$ cat config.mk
export PLATFORM = sky130hd
export DESIGN_NAME = isolator_command_control
export DESIGN_NICKNAME = d
export VERILOG_FILES = /design/src/design/isolator_pkg.sv /design/src/design/isolator_command_control.sv
export VERILOG_INCLUDE_DIRS = /design/src /design/src/design
export SDC_FILE = /design/constraint.sdc
export NUM_CORES = 1
export LEC_CHECK = 0
export ABC_AREA = 1
export BUFFER_PORTS_ARGS = -buffer_cell sky130_fd_sc_hd__buf_2
export CORE_UTILIZATION = 56
export DETAILED_ROUTE_END_ITERATION = 8
export PLACE_DENSITY = 0.86
export SLEW_MARGIN = 10
export SYNTH_ARGS = -nofsm -noshare
export SYNTH_HDL_FRONTEND = slang
export SYNTH_SLANG_ARGS = --single-unit
$ cat constraint.sdc
create_clock -name clock -period 2.8 [get_ports clock]
set_input_delay 0.14 -clock clock [delete_from_list [all_inputs] [get_ports clock]]
set_output_delay 0.14 -clock clock [all_outputs]
set_load 0.03 [all_outputs]
$ cat src/design/isolator_regs.svh
// Timing counts and register map of the isolator command controller.
// Assumes a 25 MHz clock; millisecond figures stay in ms, CYC_PER_MS gives cycles per ms.
`ifndef ISOLATOR_REGS_SVH
`define ISOLATOR_REGS_SVH

`define CLK_HZ            25000000
`define CYC_PER_MS        (`CLK_HZ / 1000)
`define OPER_PULSE_MS     150
`define MIN_PULSE_MS      1000
`define PULSE_MS_DEF      16'd1000
`define PULSE_MS_MIN      16'd100
`define INTERMED_MS_DEF   16'd10000
`define INTERMED_MS_MIN   16'd20
`define MAX_OPER_MS_DEF   16'd10000
`define MAX_OPER_MS_MIN   16'd10
`define SELECT_MS_DEF     16'd5000
`define SELECT_MS_MIN     16'd1000
`define SETTING_MS_MAX    16'd60000
`define SELECT_MS_MAX     16'd20000

// Register offsets (byte addresses, one word each)
`define REG_CTRL          8'h00
`define REG_PULSE_MS      8'h04
`define REG_INTERMED_MS   8'h08
`define REG_MAX_OPER_MS   8'h0C
`define REG_SELECT_MS     8'h10
`define REG_STATUS        8'h14
`define REG_OP_COUNT      8'h18
`define REG_EVENT         8'h1C

// Control register fields
`define CTRL_CMD_OPEN     0
`define CTRL_CMD_CLOSE    1
`define CTRL_SELECT       2
`define CTRL_CNT_CLEAR    3
`define CTRL_MODEL_LO     4
`define CTRL_MODEL_HI     5

`endif

$ cat src/design/isolator_pkg.sv
// Types shared by the isolator command controller.
// Timing and register constants live in isolator_regs.svh.
package isolator_pkg;
	typedef enum logic [1:0] {
		POS_INTERMEDIATE = 2'b00,
		POS_OFF          = 2'b01,
		POS_ON           = 2'b10,
		POS_BAD          = 2'b11
	} position_t;

	typedef enum logic [1:0] {
		MODEL_DIRECT_NORMAL   = 2'b00,
		MODEL_DIRECT_ENHANCED = 2'b01,
		MODEL_SBO_ENHANCED    = 2'b10
	} model_t;

	typedef enum logic [1:0] {
		ST_IDLE    = 2'b00,
		ST_OPENING = 2'b01,
		ST_CLOSING = 2'b10
	} cmd_state_t;
endpackage

$ cat src/design/isolator_command_control.sv
// Isolator switch command controller: request gating, timed command pulses,
// position filtering, operation pulse, counter and events.
// Assumes one 25 MHz clock; contacts and permission pins are asynchronous.
//
// Added by the designer: the address map and the address-and-strobe port.
`timescale 1ns/1ps
`include "isolator_regs.svh"

module isolator_command_control
	import isolator_pkg::*;
#(
	parameter int CNT_W = 16
) (
	input  wire logic             clock,
	input  wire logic             rstn,
	input  wire logic             clk_en,
	input  wire logic             local_permit,
	input  wire logic             remote_permit,
	input  wire logic             open_permit,
	input  wire logic             close_permit,
	input  wire logic             operation_inhibit,
	input  wire logic             open_feedback,
	input  wire logic             closed_feedback,
	input  wire logic             panel_open_req,
	input  wire logic             panel_close_req,
	input  wire logic             switch_request_channel_valid,
	input  wire logic             switch_request_channel,
	input  wire logic [7:0]       addr,
	input  wire logic [31:0]      wdata,
	input  wire logic             wr,
	input  wire logic             rd,
	output logic      [31:0]      rdata,
	output logic                  open_pulse_out,
	output logic                  close_pulse_out,
	output logic                  operation_pulse,
	output logic                  opened,
	output logic                  closed,
	output logic      [1:0]       position_code,
	output logic                  event_valid,
	output logic                  invalid_position
);
	localparam int MS_CYC   = `CYC_PER_MS;
	localparam int MS_CW    = $clog2(MS_CYC);

	// Asynchronous pins pass two flops before use
	logic [1:0] sync1, sync2, sync3, sync4, sync5, sync6, sync7;
	always_ff @(posedge clock or negedge rstn) begin
		if (!rstn) begin
			sync1 <= 2'h0; sync2 <= 2'h0; sync3 <= 2'h0; sync4 <= 2'h0;
			sync5 <= 2'h0; sync6 <= 2'h0; sync7 <= 2'h0;
		end else if (clk_en) begin
			sync1 <= {sync1[0], local_permit};
			sync2 <= {sync2[0], remote_permit};
			sync3 <= {sync3[0], open_permit};
			sync4 <= {sync4[0], close_permit};
			sync5 <= {sync5[0], operation_inhibit};
			sync6 <= {sync6[0], open_feedback};
			sync7 <= {sync7[0], closed_feedback};
		end
	end
	logic loc_ok, rem_ok, open_ok, close_ok, inhibit, fb_open, fb_closed;
	assign loc_ok    = sync1[1];
	assign rem_ok    = sync2[1];
	assign open_ok   = sync3[1];
	assign close_ok  = sync4[1];
	assign inhibit   = sync5[1];
	assign fb_open   = sync6[1];
	assign fb_closed = sync7[1];

	// Millisecond tick; all timers count it so accuracy is one ms
	logic [MS_CW-1:0] pre;
	logic             ms_tick;
	assign ms_tick = (pre == MS_CW'(MS_CYC - 1));
	always_ff @(posedge clock or negedge rstn) begin
		if (!rstn)
			pre <= '0;
		else if (clk_en)
			pre <= ms_tick ? '0 : pre + 1'b1;
	end

	// Settings registers
	logic [15:0] pulse_ms, intermed_ms, max_oper_ms, select_ms;
	model_t      model;
	logic        sel_armed;
	logic [CNT_W-1:0] op_count;
	logic [1:0]  last_event;
	logic        err_flag;
	logic        sw_open, sw_close, sw_select, sw_clear;
	assign sw_open   = clk_en && wr && addr == `REG_CTRL && wdata[`CTRL_CMD_OPEN];
	assign sw_close  = clk_en && wr && addr == `REG_CTRL && wdata[`CTRL_CMD_CLOSE];
	assign sw_select = clk_en && wr && addr == `REG_CTRL && wdata[`CTRL_SELECT];
	assign sw_clear  = clk_en && wr && addr == `REG_CTRL && wdata[`CTRL_CNT_CLEAR];

	// Out-of-range ms settings are clamped rather than refused; a model code of 3 is ignored
	function automatic logic [15:0] clamp(input logic [15:0] v, input logic [15:0] lo, input logic [15:0] hi);
		clamp = (v < lo) ? lo : (v > hi) ? hi : v;
	endfunction

	always_ff @(posedge clock or negedge rstn) begin
		if (!rstn) begin
			pulse_ms    <= `PULSE_MS_DEF;
			intermed_ms <= `INTERMED_MS_DEF;
			max_oper_ms <= `MAX_OPER_MS_DEF;
			select_ms   <= `SELECT_MS_DEF;
			model       <= MODEL_DIRECT_NORMAL;
		end else if (clk_en && wr) begin
			unique case (addr)
				`REG_CTRL: begin
					if (wdata[`CTRL_MODEL_HI:`CTRL_MODEL_LO] != 2'b11)
						model <= model_t'(wdata[`CTRL_MODEL_HI:`CTRL_MODEL_LO]);
				end
				`REG_PULSE_MS:    pulse_ms    <= clamp(wdata[15:0], `PULSE_MS_MIN, `SETTING_MS_MAX);
				`REG_INTERMED_MS: intermed_ms <= clamp(wdata[15:0], `INTERMED_MS_MIN, `SETTING_MS_MAX);
				`REG_MAX_OPER_MS: max_oper_ms <= clamp(wdata[15:0], `MAX_OPER_MS_MIN, `SETTING_MS_MAX);
				`REG_SELECT_MS:   select_ms   <= clamp(wdata[15:0], `SELECT_MS_MIN, `SELECT_MS_MAX);
				default: ;
			endcase
		end
	end

	// Filtered position: a valid code is taken at once, an
	// intermediate or bad code only after the wait expires
	position_t raw_pos, pos;
	logic [15:0] intermed_cnt;
	assign raw_pos = position_t'({fb_closed, fb_open});
	always_ff @(posedge clock or negedge rstn) begin
		if (!rstn) begin
			pos          <= POS_INTERMEDIATE;
			intermed_cnt <= '0;
		end else if (clk_en) begin
			if (raw_pos == POS_OFF || raw_pos == POS_ON) begin
				pos          <= raw_pos;
				intermed_cnt <= '0;
			end else if (intermed_cnt >= intermed_ms) begin
				pos <= raw_pos;
			end else if (ms_tick) begin
				intermed_cnt <= intermed_cnt + 16'd1;
			end
		end
	end
	assign position_code = pos;
	assign opened        = (pos == POS_OFF);
	assign closed        = (pos == POS_ON);

	// Select-before-operate window
	logic [15:0] sel_cnt;
	always_ff @(posedge clock or negedge rstn) begin
		if (!rstn) begin
			sel_armed <= 1'b0;
			sel_cnt   <= '0;
		end else if (clk_en) begin
			if (sw_select && rem_ok) begin
				sel_armed <= 1'b1;
				sel_cnt   <= '0;
			end else if (sw_open || sw_close || switch_request_channel_valid) begin
				sel_armed <= 1'b0;
			end else if (sel_armed && sel_cnt >= select_ms) begin
				sel_armed <= 1'b0;
			end else if (sel_armed && ms_tick) begin
				sel_cnt <= sel_cnt + 16'd1;
			end
		end
	end

	// Request gating
	logic rem_open, rem_close, want_open, want_close, rem_allowed;
	cmd_state_t state;
	assign rem_allowed = rem_ok && (model != MODEL_SBO_ENHANCED || sel_armed);
	assign rem_open    = (sw_open || (switch_request_channel_valid && !switch_request_channel)) && rem_allowed;
	assign rem_close   = (sw_close || (switch_request_channel_valid && switch_request_channel)) && rem_allowed;
	assign want_open   = ((panel_open_req && loc_ok) || rem_open) && open_ok && !inhibit;
	assign want_close  = ((panel_close_req && loc_ok) || rem_close) && close_ok && !inhibit;

	// Command pulse sequencer
	logic [15:0] pulse_cnt, oper_cnt;
	logic        confirmed;
	assign confirmed = (state == ST_OPENING && pos == POS_OFF) || (state == ST_CLOSING && pos == POS_ON);
	always_ff @(posedge clock or negedge rstn) begin
		if (!rstn) begin
			state     <= ST_IDLE;
			pulse_cnt <= '0;
		end else if (clk_en) begin
			unique case (state)
				ST_IDLE: begin
					pulse_cnt <= '0;
					if (want_open && !want_close)
						state <= ST_OPENING;
					else if (want_close && !want_open)
						state <= ST_CLOSING;
				end
				ST_OPENING, ST_CLOSING: begin
					if (inhibit || pulse_cnt >= pulse_ms ||
					    (confirmed && pulse_cnt >= 16'(`MIN_PULSE_MS)))
						state <= ST_IDLE;
					else if (ms_tick)
						pulse_cnt <= pulse_cnt + 16'd1;
				end
				default: state <= ST_IDLE;
			endcase
		end
	end
	assign open_pulse_out  = (state == ST_OPENING) && !inhibit;
	assign close_pulse_out = (state == ST_CLOSING) && !inhibit;

	// Enhanced models: position must change within the operating time
	logic watching;
	position_t start_pos;
	always_ff @(posedge clock or negedge rstn) begin
		if (!rstn) begin
			watching  <= 1'b0;
			oper_cnt  <= '0;
			err_flag  <= 1'b0;
			start_pos <= POS_INTERMEDIATE;
		end else if (clk_en) begin
			if (state == ST_IDLE && (want_open ^ want_close) && model != MODEL_DIRECT_NORMAL) begin
				watching  <= 1'b1;
				oper_cnt  <= '0;
				start_pos <= pos;
			end else if (watching && pos != start_pos) begin
				watching <= 1'b0;
			end else if (watching && oper_cnt >= max_oper_ms) begin
				watching <= 1'b0;
				err_flag <= 1'b1;
			end else if (watching && ms_tick) begin
				oper_cnt <= oper_cnt + 16'd1;
			end
			if (rd && addr == `REG_STATUS && !(watching && oper_cnt >= max_oper_ms))
				err_flag <= 1'b0;
		end
	end
	assign invalid_position = err_flag;

	// Operation pulse on an off/on transition, counted
	position_t prev_pos;
	logic [15:0] op_ms;
	logic        op_start;
	assign op_start = (pos != prev_pos) && (pos == POS_OFF || pos == POS_ON) &&
	                  (prev_pos == POS_OFF || prev_pos == POS_ON);
	always_ff @(posedge clock or negedge rstn) begin
		if (!rstn) begin
			prev_pos        <= POS_INTERMEDIATE;
			operation_pulse <= 1'b0;
			op_ms           <= '0;
		end else if (clk_en) begin
			if (pos == POS_OFF || pos == POS_ON)
				prev_pos <= pos;
			if (op_start) begin
				operation_pulse <= 1'b1;
				op_ms           <= '0;
			end else if (operation_pulse && op_ms >= 16'(`OPER_PULSE_MS)) begin
				operation_pulse <= 1'b0;
			end else if (operation_pulse && ms_tick) begin
				op_ms <= op_ms + 16'd1;
			end
		end
	end

	// Counter: a new operation in the clear cycle still counts
	always_ff @(posedge clock or negedge rstn) begin
		if (!rstn)
			op_count <= '0;
		else if (clk_en) begin
			if (op_start)
				op_count <= sw_clear ? CNT_W'(1) : op_count + 1'b1;
			else if (sw_clear)
				op_count <= '0;
		end
	end

	// Events on every change of the reported position code
	always_ff @(posedge clock or negedge rstn) begin
		if (!rstn) begin
			event_valid <= 1'b0;
			last_event  <= POS_INTERMEDIATE;
		end else if (clk_en) begin
			event_valid <= (pos != last_event);
			last_event  <= pos;
		end
	end

	// Read port, data valid the cycle after the strobe
	always_ff @(posedge clock or negedge rstn) begin
		if (!rstn)
			rdata <= '0;
		else if (clk_en) begin
			if (rd) begin
				unique case (addr)
					`REG_CTRL:        rdata <= {26'h0, model, 4'h0};
					`REG_PULSE_MS:    rdata <= {16'h0, pulse_ms};
					`REG_INTERMED_MS: rdata <= {16'h0, intermed_ms};
					`REG_MAX_OPER_MS: rdata <= {16'h0, max_oper_ms};
					`REG_SELECT_MS:   rdata <= {16'h0, select_ms};
					`REG_STATUS:      rdata <= {24'h0, err_flag, sel_armed, state, operation_pulse, 1'b0, pos};
					`REG_OP_COUNT:    rdata <= 32'(op_count);
					`REG_EVENT:       rdata <= {30'h0, last_event};
					default:          rdata <= '0;
				endcase
			end else
				rdata <= '0;
		end
	end
endmodule

==> results.yml <==
status:
  outcome: "completed"
clocking:
  insertion_delay_ps: 540
  cts-root-buf: "clkbuf_16"
  cts_tree: "yes"
  clock_sinks: 222
  h-tree-depth: 1
  post_cts_buffers: 0
  path_clk_slew_ps: 60
  clk_path_buf_depth: 3
  cts_buffers: 25
worst_setup_path:
  crit_fanout: 12
  crit_type: "flip-flop to flip-flop"
  required_ps: 3230
  worst_ep_arrival_time_ps: 2910
  r2r_start: "select_ms[3]"
  cp-start-kind: "flip-flop"
  end_kind: "flip-flop"
  crit_path_start: "select_ms[3]"
global_route:
  grt_usage_pct: 32.1
  antenna_found_initial: 0
  first_global_vias: 12400
  grt_pass1_wl_um: 62600
  grt_max_degree: 73
  grt_overflow: 0
sta:
  rsz0062_at_grt: "false"
  fin_hold_ws_ps: 81.5
  finalHoldViolCount: 0
  setup_viol: 0
  tightest_slew_ps: 600
  clock_skew_ps: 19.0
  setup_slack_ps: 319
  post-route-period-util_pct: 88.6
  tns_ps: 0
  timing.fmax_mhz: 403
  relSlewSlack_pct: 59.7
  min_period_ps: 2480
  slew_viol_final: 0
cells_and_area:
  nNetsFinal: 2006
  fin_util_pct: 65.2
  antennaDiodeCount: 0
  area_delta_synth_final_pct: 12.8
  fin_area_mm2: 0.0155
  drive_gt1_share_pct: 11.6
logic_synthesis:
  synth-main-ff-cell: "dfrtp_1"
  ys_seq_area_share_pct: 40.7
  async_flop_share_pct: 100
  synth_edf_count: 0
  ys_warn_count: 0
  synth_seq_cells: 222
  synth.avg_cell_area_um2: 7.74
  synth_cell_types: 56
  netlist_area_mm2: 0.0137
  syn_inst: 1773
routing:
  ant_nets: 0
  drc_errors: 0
  avgRoutedWirePerCell_um: 17.5
  wirelength_um: 38700
  drt_iter0_drc: 1565
  first_pass_iters: 7
  vias: 12900
  vias_per_cell: 5.83
worst_hold_path:
  hold_path_class: "input port to flip-flop"
  hp-start: "rd"
floorplan:
  die_height_um: 159
  core_region_area_mm2: 0.0238
  die_area_mm2: 0.0251
  start_util_pct: 57.8
  row_count: 56
  chipWidth_um: 159
  ios: 97
flow_run:
  max-cap-violations: 0
placed_design:
  gp_congestion: 0.988
  place_ws_ps: 23.0
  placed_cell_area_mm2: 0.0144
  dp.final_hpwl_um: 28000
  io_buffers: 64
pwr:
  p_per_area_mw_per_mm2: 619
  peakVddDrop_mv: 0.396
  leakage_nw: 7.81
-- critical path, cell delays in order (launching register included) --
cell     delay (ps)
dfstp_2         530
inv_1            90
ha_1            320
a21o_1          160
o21ai_0         180
nand2_1          80
nand2_1          60
nand3_1         250
nor2_4          380
nor2_1          190
nand2_1          90
nand2_1          50
-- layout make-up --
type	instances	area [um2]
inverters	246	926
repair buffers	115	796
fillers	1892	8270
clock buffers	34	719
clock inverters	12	153
multi-input cells	1261	6910
well taps	319	399
flip-flops and latches	222	5580
-- per-stage QoR --
| stage | instances | power (mW) |
|---|---|---|
| after floorplan | 1788 | 5.46 |
| after global placement | 2140 | 5.97 |
| after detailed placement | 2140 | 6.07 |
| after CTS | 2209 | 9.56 |
| after global routing | 2209 | 10.0 |
| final | 2209 | 9.58 |
-- power by group --
group | switching, mW | leakage [nW] | internal (mW) | total (mW)
Sequential | 0.362 | 2.73 | 3.62 | 3.98
Combinational | 1.46 | 4.65 | 0.681 | 2.14
Clock | 1.37 | 0.430 | 2.08 | 3.46
-- placed cells by master (no fill, tap or decap), drive strengths merged, types with 7 or more instances in the layout --
cell / n
nand2: 430
inv: 247
dfrtp: 201
nor2: 145
o21ai: 136
nand3: 135
buf: 92
ha: 79
nor3: 58
a21oi: 54
xor2: 44
nand4: 43
o22ai: 41
clkbuf: 34
dlygate4sd3: 23
dfstp: 21
nor4: 17
conb: 16
xnor2: 15
clkinv: 7
-- synthesized netlist by cell type, types with 21 or more instances --
master	instances	area share, %
xor2_1	44	2.8
nand4_1	43	2.0
o21ai_0	120	4.4
nand3_1	130	4.7
nand2_1	417	11
buf_4	22	1.2
a21oi_1	53	1.9
ha_1	79	7.2
dfstp_2	21	4.0
dfrtp_1	201	37
o22ai_1	41	1.9
inv_1	234	6.4
nor2_1	130	3.6
nor3_1	51	1.9
-- cells by family after synthesis --
logic type      synth area share, %
simple gates                   27.9
buf+inv                        9.38
compound gates                 11.0
flops                          40.7
fa+ha+maj                      7.20
xor+xnor                       3.82
other cells                  0.0273
-- final timing paths --
check                                   end  slack, ps  cells after the start
setup / recovery                 sel_cnt[2]        320                     11
hold / removal             invalid_position         80                      4
setup reg to reg                 sel_cnt[2]        320                     11
hold reg to reg                    sync3[0]        470                      2
max in group asynchronous      select_ms[3]       1730                      3
min in group asynchronous           pre[14]        160                      2
-- repair_timing --
action / CTS / global route
hold buffers: 23 / 0
gates resized for setup: 0 / 1
hold endpoints to repair: 105 / 0
endpoints found under the setup margin: 0 / 1
-- metal layers --
layer / GRT usage, % / vias up / part of all wire, %
li1: - / 6016 / -
met1: 42.3 / 6044 / 41
met2: 49.6 / 667 / 44
met3: 9.17 / 148 / 11
met4: 13.1 / 0 / 4.3
met5: 0 / - / 0
No activity file was read; power rests on OpenSTA's default activity.
